<file path="config.mk">
export PLATFORM = sky130hd
export DESIGN_NAME = hbd_device_flat
export DESIGN_NICKNAME = d
export VERILOG_FILES = /design/src/hw/hbd_pkg.sv /design/src/hw/hbd_bus_if.sv /design/src/hw/hbd_device.sv /design/src/flat_wrapper.sv
export SDC_FILE = /design/constraint.sdc
export NUM_CORES = 1
export LEC_CHECK = 0
export ABC_AREA = 0
export ABC_CLOCK_PERIOD_IN_PS = 1590
export BUFFER_PORTS_ARGS = -buffer_cell sky130_fd_sc_hd__buf_4
export CORE_AREA = 3 3 81 83
export DETAILED_ROUTE_END_ITERATION = 12
export DIE_AREA = 0 0 84 86
export PLACE_DENSITY = 0.56
export SYNTH_ARGS = -nofsm -noshare
export SYNTH_HDL_FRONTEND = slang
export SYNTH_SLANG_ARGS = --single-unit
</file>
<file path="constraint.sdc">
create_clock -name clk -period 1.59 [get_ports clk]
set_input_delay 0.159 -clock clk [delete_from_list [all_inputs] [get_ports clk]]
set_output_delay 0.159 -clock clk [all_outputs]
set_load 0.02 [all_outputs]
</file>
<file path="src/hw/hbd_pkg.sv">
// Shared constants and types for the host bus port and its host end
package hbd_pkg;
    localparam int ADDR_W = 8;
    localparam int DATA_W = 8;
    localparam logic STYLE_STROBE_DIR = 1'b1;
    localparam logic STYLE_SEPARATE = 1'b0;
    localparam logic [7:0] RESET_DATA = 8'h00;
    localparam logic [ADDR_W-1:0] RESET_ADDR = 8'h00;

    typedef enum logic [2:0] {
        HBD_NONE = 3'b000,
        HBD_REG_RD = 3'b001,
        HBD_REG_WR = 3'b010,
        HBD_DMA_RD = 3'b011,
        HBD_DMA_WR = 3'b100
    } hbd_kind_t;
endpackage

</file>
<file path="src/hw/hbd_bus_if.sv">
// Host parallel bus between the host end and the device port
`timescale 1ns/1ps
`default_nettype none
interface hbd_bus_if;
    import hbd_pkg::*;
    logic style_sel;
    logic cs_n;
    logic dma_ack_n;
    logic data_strobe_n;
    logic rd_wr_n;
    logic rd_n;
    logic wr_n;
    logic ale;
    logic [ADDR_W-1:0] addr_o;
    logic [ADDR_W-1:0] addr_oe;
    logic [DATA_W-1:0] host_d_o;
    logic host_d_oe;
    logic [DATA_W-1:0] dev_d_o;
    logic dev_d_oe;
    logic [DATA_W-1:0] d;
    logic dma_tx_request;
    logic dma_rx_request;

    // Resolved data bus; contention resolves to device value
    assign d = dev_d_oe ? dev_d_o : (host_d_oe ? host_d_o : '0);

    modport dev (
        input style_sel, cs_n, dma_ack_n, data_strobe_n, rd_wr_n, rd_n, wr_n, ale,
        input addr_o, host_d_o, host_d_oe, d,
        output dev_d_o, dev_d_oe, dma_tx_request, dma_rx_request
    );
    modport host (
        output style_sel, cs_n, dma_ack_n, data_strobe_n, rd_wr_n, rd_n, wr_n, ale,
        output addr_o, addr_oe, host_d_o, host_d_oe,
        input d, dev_d_oe, dma_tx_request, dma_rx_request
    );
endinterface
`default_nettype wire

</file>
<file path="src/hw/hbd_device.sv">
// Device end of the host bus: style decode, DMA direction and data drive
//
// Operation
// RQ1: Separate strobes, normal DMA: R high=write, else read
// RQ2: Fly-by inverts separate-strobe DMA direction
// RQ3: Host holds direction steady through fly-by DMA
// RQ4: Fly-by: read strobe times writes, write times reads
// RQ5: Latch style select at reset release
// RQ6: Strobe-direction style demultiplexed only; ALE picks mux
// RQ7: Register access active while strobe and select low
// RQ8: Direction line picks read or write; strobe times
// RQ9: Host presents address with select and strobe
// RQ10: DMA acknowledge alone marks DMA, no select
// RQ11: Direction low DMA write normally; fly-by inverts
// RQ12: Fly-by is a software setting in control register
// RQ13: Drive data only during read strobe, then release
`timescale 1ns/1ps
`default_nettype none
module hbd_device (
    input wire logic clk,
    input wire logic rst,
    hbd_bus_if.dev bus,
    input wire logic fly_by_en,
    input wire logic dma_tx_pending,
    input wire logic dma_rx_pending,
    input wire logic [hbd_pkg::DATA_W-1:0] reg_rd_data,
    input wire logic [hbd_pkg::DATA_W-1:0] dma_rd_data,
    output logic style_reg,
    output logic fly_by_reg,
    output logic [hbd_pkg::ADDR_W-1:0] access_addr,
    output logic [hbd_pkg::DATA_W-1:0] wr_data,
    output logic reg_wr_pulse,
    output logic reg_rd_pulse,
    output logic dma_wr_pulse,
    output logic dma_rd_pulse,
    output logic muxed_addr
);
    import hbd_pkg::*;

    logic rst_d_reg;
    logic [ADDR_W-1:0] addr_latch_reg;
    logic [ADDR_W-1:0] addr_reg;
    logic [DATA_W-1:0] wr_data_reg;
    logic [DATA_W-1:0] dout_reg;
    logic oe_reg;
    logic active_reg;
    hbd_kind_t kind_reg;
    logic ale_low_reg;

    wire is_dma = !bus.dma_ack_n; // RQ10
    wire qualified_data_strobe = !bus.data_strobe_n && !bus.cs_n; // RQ7
    wire dir_strobe = !bus.data_strobe_n && is_dma;
    wire sep_rd = !bus.rd_n && bus.wr_n;
    wire sep_wr = !bus.wr_n && bus.rd_n;
    // Separate style DMA: pattern R high/W low is write in normal mode
    wire sep_dma_wr = fly_by_reg ? sep_rd : sep_wr; // RQ1 RQ2 RQ4
    wire sep_dma_rd = fly_by_reg ? sep_wr : sep_rd; // RQ1 RQ2 RQ4
    // Strobe-direction style: direction low is DMA write in normal mode
    wire dir_dma_wr = fly_by_reg ? bus.rd_wr_n : !bus.rd_wr_n; // RQ11 RQ3
    wire sep_reg_act = !bus.cs_n && (sep_rd || sep_wr) && !is_dma;
    wire dir_reg_act = qualified_data_strobe && !is_dma;
    wire act_now = (style_reg == STYLE_STROBE_DIR)
        ? (dir_reg_act || dir_strobe)
        : (sep_reg_act || (is_dma && (sep_rd || sep_wr)));
    hbd_kind_t kind_now;
    always_comb begin
        kind_now = HBD_NONE;
        if (style_reg == STYLE_STROBE_DIR) begin
            if (dir_strobe)
                kind_now = dir_dma_wr ? HBD_DMA_WR : HBD_DMA_RD;
            else if (dir_reg_act)
                kind_now = bus.rd_wr_n ? HBD_REG_RD : HBD_REG_WR; // RQ8
        end else begin
            if (is_dma && sep_dma_wr)
                kind_now = HBD_DMA_WR;
            else if (is_dma && sep_dma_rd)
                kind_now = HBD_DMA_RD;
            else if (sep_reg_act)
                kind_now = sep_rd ? HBD_REG_RD : HBD_REG_WR;
        end
    end
    wire is_read_now = (kind_now == HBD_REG_RD) || (kind_now == HBD_DMA_RD);
    // ALE held high all the time means demultiplexed; seeing it low means multiplexed
    wire mux_mode = (style_reg == STYLE_SEPARATE) && ale_low_reg; // RQ6
    wire [ADDR_W-1:0] addr_now = mux_mode ? addr_latch_reg : bus.addr_o;
    wire end_now = active_reg && !act_now; // RQ7

    always_ff @(posedge clk) begin
        rst_d_reg <= rst;
        if (rst_d_reg && !rst)
            style_reg <= bus.style_sel; // RQ5
        if (rst)
            fly_by_reg <= 1'b0;
        else
            fly_by_reg <= fly_by_en; // RQ12
    end

    always_ff @(posedge clk) begin
        if (rst) begin
            addr_latch_reg <= RESET_ADDR;
            ale_low_reg <= 1'b0;
        end else begin
            if (bus.ale && style_reg == STYLE_SEPARATE)
                addr_latch_reg <= bus.d;
            if (!bus.ale)
                ale_low_reg <= 1'b1; // RQ6
        end
    end

    always_ff @(posedge clk) begin
        if (rst) begin
            active_reg <= 1'b0;
            kind_reg <= HBD_NONE;
            addr_reg <= RESET_ADDR;
            wr_data_reg <= RESET_DATA;
            dout_reg <= RESET_DATA;
            oe_reg <= 1'b0;
        end else begin
            active_reg <= act_now;
            if (act_now) begin
                kind_reg <= kind_now;
                addr_reg <= addr_now;
                wr_data_reg <= bus.d;
            end
            oe_reg <= act_now && is_read_now; // RQ13
            dout_reg <= (kind_now == HBD_DMA_RD) ? dma_rd_data : reg_rd_data;
        end
    end

    assign bus.dev_d_o = dout_reg;
    assign bus.dev_d_oe = oe_reg && act_now; // RQ13
    assign bus.dma_tx_request = dma_tx_pending;
    assign bus.dma_rx_request = dma_rx_pending;
    assign access_addr = addr_reg;
    assign wr_data = wr_data_reg;
    assign reg_wr_pulse = end_now && kind_reg == HBD_REG_WR;
    assign reg_rd_pulse = end_now && kind_reg == HBD_REG_RD;
    assign dma_wr_pulse = end_now && kind_reg == HBD_DMA_WR;
    assign dma_rd_pulse = end_now && kind_reg == HBD_DMA_RD;
    assign muxed_addr = mux_mode;
endmodule
`default_nettype wire

</file>
<file path="src/flat_wrapper.sv">
// flat-port wrapper written by rule: the top's interface ports become plain ports
module hbd_device_flat import hbd_pkg::*;
  (clk, rst, fly_by_en, dma_tx_pending, dma_rx_pending, reg_rd_data, dma_rd_data, style_reg, fly_by_reg, access_addr, wr_data, reg_wr_pulse, reg_rd_pulse, dma_wr_pulse, dma_rd_pulse, muxed_addr, bus_style_sel, bus_cs_n, bus_dma_ack_n, bus_data_strobe_n, bus_rd_wr_n, bus_rd_n, bus_wr_n, bus_ale, bus_addr_o, bus_host_d_o, bus_host_d_oe, bus_dev_d_o, bus_dev_d_oe, bus_dma_tx_request, bus_dma_rx_request);
  hbd_bus_if bus_i ();
  input wire logic clk;
  input wire logic rst;
  input wire logic fly_by_en;
  input wire logic dma_tx_pending;
  input wire logic dma_rx_pending;
  input wire logic [hbd_pkg::DATA_W-1:0] reg_rd_data;
  input wire logic [hbd_pkg::DATA_W-1:0] dma_rd_data;
  output logic style_reg;
  output logic fly_by_reg;
  output logic [hbd_pkg::ADDR_W-1:0] access_addr;
  output logic [hbd_pkg::DATA_W-1:0] wr_data;
  output logic reg_wr_pulse;
  output logic reg_rd_pulse;
  output logic dma_wr_pulse;
  output logic dma_rd_pulse;
  output logic muxed_addr;
  input wire logic [$bits(bus_i.style_sel)-1:0] bus_style_sel;
  input wire logic [$bits(bus_i.cs_n)-1:0] bus_cs_n;
  input wire logic [$bits(bus_i.dma_ack_n)-1:0] bus_dma_ack_n;
  input wire logic [$bits(bus_i.data_strobe_n)-1:0] bus_data_strobe_n;
  input wire logic [$bits(bus_i.rd_wr_n)-1:0] bus_rd_wr_n;
  input wire logic [$bits(bus_i.rd_n)-1:0] bus_rd_n;
  input wire logic [$bits(bus_i.wr_n)-1:0] bus_wr_n;
  input wire logic [$bits(bus_i.ale)-1:0] bus_ale;
  input wire logic [$bits(bus_i.addr_o)-1:0] bus_addr_o;
  input wire logic [$bits(bus_i.host_d_o)-1:0] bus_host_d_o;
  input wire logic [$bits(bus_i.host_d_oe)-1:0] bus_host_d_oe;
  output wire logic [$bits(bus_i.dev_d_o)-1:0] bus_dev_d_o;
  output wire logic [$bits(bus_i.dev_d_oe)-1:0] bus_dev_d_oe;
  output wire logic [$bits(bus_i.dma_tx_request)-1:0] bus_dma_tx_request;
  output wire logic [$bits(bus_i.dma_rx_request)-1:0] bus_dma_rx_request;
  assign bus_i.style_sel = bus_style_sel;
  assign bus_i.cs_n = bus_cs_n;
  assign bus_i.dma_ack_n = bus_dma_ack_n;
  assign bus_i.data_strobe_n = bus_data_strobe_n;
  assign bus_i.rd_wr_n = bus_rd_wr_n;
  assign bus_i.rd_n = bus_rd_n;
  assign bus_i.wr_n = bus_wr_n;
  assign bus_i.ale = bus_ale;
  assign bus_i.addr_o = bus_addr_o;
  assign bus_i.host_d_o = bus_host_d_o;
  assign bus_i.host_d_oe = bus_host_d_oe;
  assign bus_dev_d_o = bus_i.dev_d_o;
  assign bus_dev_d_oe = bus_i.dev_d_oe;
  assign bus_dma_tx_request = bus_i.dma_tx_request;
  assign bus_dma_rx_request = bus_i.dma_rx_request;
  hbd_device u_core (.clk(clk), .rst(rst), .bus(bus_i), .fly_by_en(fly_by_en), .dma_tx_pending(dma_tx_pending), .dma_rx_pending(dma_rx_pending), .reg_rd_data(reg_rd_data), .dma_rd_data(dma_rd_data), .style_reg(style_reg), .fly_by_reg(fly_by_reg), .access_addr(access_addr), .wr_data(wr_data), .reg_wr_pulse(reg_wr_pulse), .reg_rd_pulse(reg_rd_pulse), .dma_wr_pulse(dma_wr_pulse), .dma_rd_pulse(dma_rd_pulse), .muxed_addr(muxed_addr));
endmodule
</file>
Word-level counts from Yosys, hierarchy flattened
Cells that the tools add are included.
- flip-flop bits (word level): 41
- bits of input ports: 46
- output and inout port bits: 34
- logic and storage cells: 67
- equality and inequality tests: 6
- muxes and demuxes: 17
- bitwise operators: 1
- reductions and logical operators: 32
- operators by type and width (cell ; number):
    8-bit two-way mux ; 4
    3-bit two-way mux ; 7
    1-bit logical AND ; 20
    3-bit by 2-bit equality test with 1-bit output (second input constant) ; 3
    1-bit logical NOT ; 8
    3-bit by 1-bit equality test with 1-bit output (second input constant) ; 2
    1-bit logical OR ; 4
    1-bit two-way mux ; 4
    2-bit two-way mux ; 2
    3-bit equality test (second input constant) ; 1
    1-bit NOT ; 1

Logic depth before layout (Yosys ltp)
- depth in word-level cells: 12
- gate-level depth with buffers: 8

Least setup slack after synthesis
No wires, ideal clock.
- kind: register to output
- from: register u_core.style_reg
- to: output dma_wr_pulse
- arrival: 1.714 ns
- data required time: 1.431 ns
- slack: -0.283 ns
- stages on the path, launching flop included: 5
- path through: edfxtp_1 mux2i_1 nand2_1 nand2_1 nor4b_1
- longest elaborated chain between the ends: 4
- RTL lines (element ; RTL line ; source):
    from (decl) ; hbd_device.sv:28 ; output logic style_reg,
    from (signal assigned) ; hbd_device.sv:91 ; style_reg <= bus.style_sel;
    1-bit two-way mux ; hbd_device.sv:63 ; ? (dir_reg_act || dir_strobe)
    1-bit logical NOT ; hbd_device.sv:86 ; wire end_now = active_reg && !act_now;
    1-bit logical AND ; hbd_device.sv:86 ;
    1-bit logical AND ; hbd_device.sv:138 ; assign dma_wr_pulse = end_now && kind_reg == HBD_DMA_WR;
    to (decl) ; flat_wrapper.sv:18 ; output logic dma_wr_pulse;
No other way between the ends.

Worst setup path after layout
Same ends and word-level chain as after synthesis.

==> results.py <==
metrics = {
    "outcome": {
        "outcome": "finished with violations",
        "violations": "setup timing",
    },
    "routing": {
        "finalWirelength_um": 5103,
        "vias": 1883,
        "wl_per_cell_um": 13.05,
        "drc_errors": 0,
        "drt_iter0_drc": 83,
        "first_pass_iters": 6,
        "ant_nets": 0,
        "via_per_inst": 4.816,
    },
    "cells_and_area": {
        "drive_gt1_share_pct": 37.34,
        "nNetsFinal": 364,
        "instances_no_fill": 391,
        "antenna_cells": 0,
        "area_growth_pct": 42.80,
    },
    "clock_network": {
        "cts_max_path_buffers": 2,
        "insertion_delay_ns": 0.29,
        "clkTransAtPathRegs_ns": 0.07,
        "cts_tree": "done",
        "numCtsBuffers": 5,
        "h-tree-depth": 2,
        "cts_root_buf": "clkbuf_8",
        "clock-sinks": 41,
    },
    "timing": {
        "hold_viol": 0,
        "worst_slack_ns": -0.04969,
        "fin_worst_hold_slack_ns": 0.04392,
        "finalSetupViolations": 2,
        "clock_skew_ns": 0.006571,
        "min_period_ns": 1.640,
        "fmax_ghz": 0.6099,
        "finalCritPeriodShare_pct": 103.1,
        "drv_slew": 0,
        "grt_setup_unrepaired": "true",
        "worst_pin_slew_ns": 0.4525,
        "slew-limit-headroom_pct": 69.45,
    },
    "global_route": {
        "track_usage_pct": 14.92,
        "met1_usage_pct": 20.68,
        "antenna_found_initial": 0,
        "grt_pass1_wl_um": 8694,
        "gr-max-usage-layer": "met2",
        "use_met2_pct": 21.62,
        "grt_overflow": 0,
        "grt_max_degree": 50,
        "grt_pass1_vias": 1877,
        "met3_usage_pct": 4.227,
    },
    "pwr": {
        "p_per_area_nw_per_um2": 844.2,
        "power.leakage_nw": 1.320,
        "vdd_drop_max_mv": 0.4844,
    },
    "worst_setup_path": {
        "crit_fanout": 4,
        "cp_slowest_cell": "edfxtp_1",
        "worstPathArrival_ns": 1.48,
        "cp.required_ns": 1.43,
        "crit_family": "simple AND/OR/NAND/NOR gates",
        "critPathLaunchType": "flip-flop",
        "path_buf_inv": 1,
        "crit_type": "flip-flop to primary output",
        "crit_chain": "mux2i_1, nand2_1, nand2_2, nor4b_2, buf_4",
        "slowest_delay_ns": 0.41,
        "crit_path_end_kind": "primary output",
    },
    "placed_design": {
        "routabilityCongestion": 0.8091,
        "port-buffer-count": 75,
        "dp_hpwl_um": 3905,
        "dpl.cell_count": 381,
    },
    "floorplan": {
        "rows": 28,
        "fp.dieW_um": 84,
        "start_util_pct": 34.36,
        "dieArea_um2": 7224,
        "die_y_um": 86,
        "ios": 80,
        "core_um2": 5921,
    },
    "yosys": {
        "synth_top_area_share_pct": 39.36,
        "yosysTopAreaCell": "dfxtp_1",
        "ys_types": 38,
        "synth_warnings": 0,
        "ys_ff_latch": 41,
        "synth_cells": 238,
        "synth_area_leaders": "dfxtp_1 (39%), mux2i_1 (8.9%), nor2_1 (6.8%), a211oi_1 (6.3%), nand2b_1 (5.2%)",
        "synth-seq-area-share_pct": 40.84,
        "synth_nets": 286,
        "syn_area_per_cell_um2": 8.548,
        "syn_area_um2": 2034,
    },
    "flow_run": {
        "cap_violations": 0,
    },
    "min_path": {
        "hold_path_class": "input pin to flip-flop",
    },
}
synthesized netlist by cell type:
| cell | instances |
|---|---|
| nand2b_1 | 17 |
| a31oi_4 | 1 |
| or3b_1 | 1 |
| or3_1 | 1 |
| nand3_2 | 1 |
| buf_2 | 2 |
| dfxtp_1 | 40 |
| a211oi_2 | 1 |
| buf_4 | 3 |
| clkbuf_1 | 11 |
| nor2_1 | 37 |
| a211oi_1 | 17 |
| a311oi_1 | 9 |
| a21oi_1 | 3 |
| nand3_1 | 8 |
| buf_6 | 3 |
| nor4b_1 | 1 |
| nor2b_1 | 5 |
| xor2_1 | 1 |
| a2bb2oi_1 | 1 |
| o31a_1 | 1 |
| mux2_2 | 1 |
| buf_1 | 1 |
| nand3b_1 | 1 |
| inv_1 | 7 |
| o21ai_0 | 4 |
| and2b_1 | 1 |
| and2_1 | 1 |
| ha_1 | 2 |
| edfxtp_1 | 1 |
| nor3b_1 | 1 |
| clkinv_1 | 1 |
| mux2i_1 | 18 |
| nor3_1 | 9 |
| o311ai_0 | 1 |
| nand2_1 | 20 |
| nor4_1 | 4 |
| nand4bb_1 | 1 |
report_power, final:
group / total (mW) / switching, mW / internal [mW]
logic: 0.598 / 0.301 / 0.297
registers: 1.17 / 0.0604 / 1.11
clock network: 0.683 / 0.338 / 0.344
total: 2.45 / 0.699 / 1.75
stage by stage:
step	utilization (%)	total power, mW	setup TNS, ns	area (um^2)	setup WS [ns]
floorplan	-	1.515	-0.6814	2042	-0.1861
global placement	45.77	1.761	0	2710	0.002934
detailed placement	45.77	1.767	-0.1556	2710	-0.03014
CTS	47.80	2.460	-0.08559	2830	-0.05732
global route	49.07	2.597	-0.4522	2905	-0.1585
finish	49.07	2.453	-0.05072	2905	-0.04969
cells in the final DEF, fill, tap and decap left out, drive strengths merged, types with 4 or more instances in the layout:
master,netlist,routed
buf,9,91
dfxtp,40,40
nor2,37,37
nand2,20,20
mux2i,18,18
a211oi,18,18
nand2b,17,17
a311oi,9,9
nor3,9,9
nand3,9,9
inv,7,7
clkbuf,11,7
nor2b,5,5
o21ai,4,4
nor4,4,4
final timing paths:
kind	slack, ns	start	endpoint	depth (start not counted)
worst min-delay path	0.04	bus_ale	u_core.ale_low_reg$_SDFFE_PP0N_	2
worst max register to register	0.12	u_core.style_reg$_DFFE_PP_	u_core.bus.dev_d_o[5]$_SDFF_PP0_	4
worst min register to register	0.49	u_core.ale_low_reg$_SDFFE_PP0N_	u_core.ale_low_reg$_SDFFE_PP0N_	2
worst max-delay path	-0.05	u_core.style_reg$_DFFE_PP_	dma_wr_pulse	5
per-layer routing:
metal / vias to the layer above / part of all wire [%]
li1: 986 / -
met1: 828 / 50
met2: 60 / 41
met3: 9 / 7.0
met4: 0 / 2.0
met5: - / 0
cell families (layout without fill, tap and decap cells):
family,Yosys count,after routing,share of synthesized area (%)
xor+xnor,1,1,0.4306
fa+ha+maj,2,2,1.230
flops,41,41,40.84
mux,19,19,9.409
buf+inv,28,106,6.949
simple gates,109,109,26.32
compound gates,38,38,14.82
what timing repair did:
item / 4_1_cts / 5_1_grt
setup buffers: 1 / 2
pin swaps: 2 / 3
resized for setup: 6 / 12
setup endpoints to repair: 6 / 18
hold buffers: 0 / 0
worst register-to-register path: cells and delay by family, from the launching register on:
| family | cells | cell delay, ns |
|---|---|---|
| DFF | 1 | 0.41 |
| AOI/OAI and AO/OA | 1 | 0.37 |
| muxes | 1 | 0.24 |
| buffers and inverters | 1 | 0.19 |
| and+or+nand+nor | 1 | 0.20 |
final cells by class:
cell class / instances / area [um^2]
clock buffers: 7 / 86.33
fillers: 594 / 3015
inverters: 8 / 35.03
multi-input cells: 169 / 1150
flip-flops and latches: 41 / 832.0
well taps: 75 / 93.84
repair buffers: 91 / 708.2
Note: power is estimated with default switching activity, not from simulation.
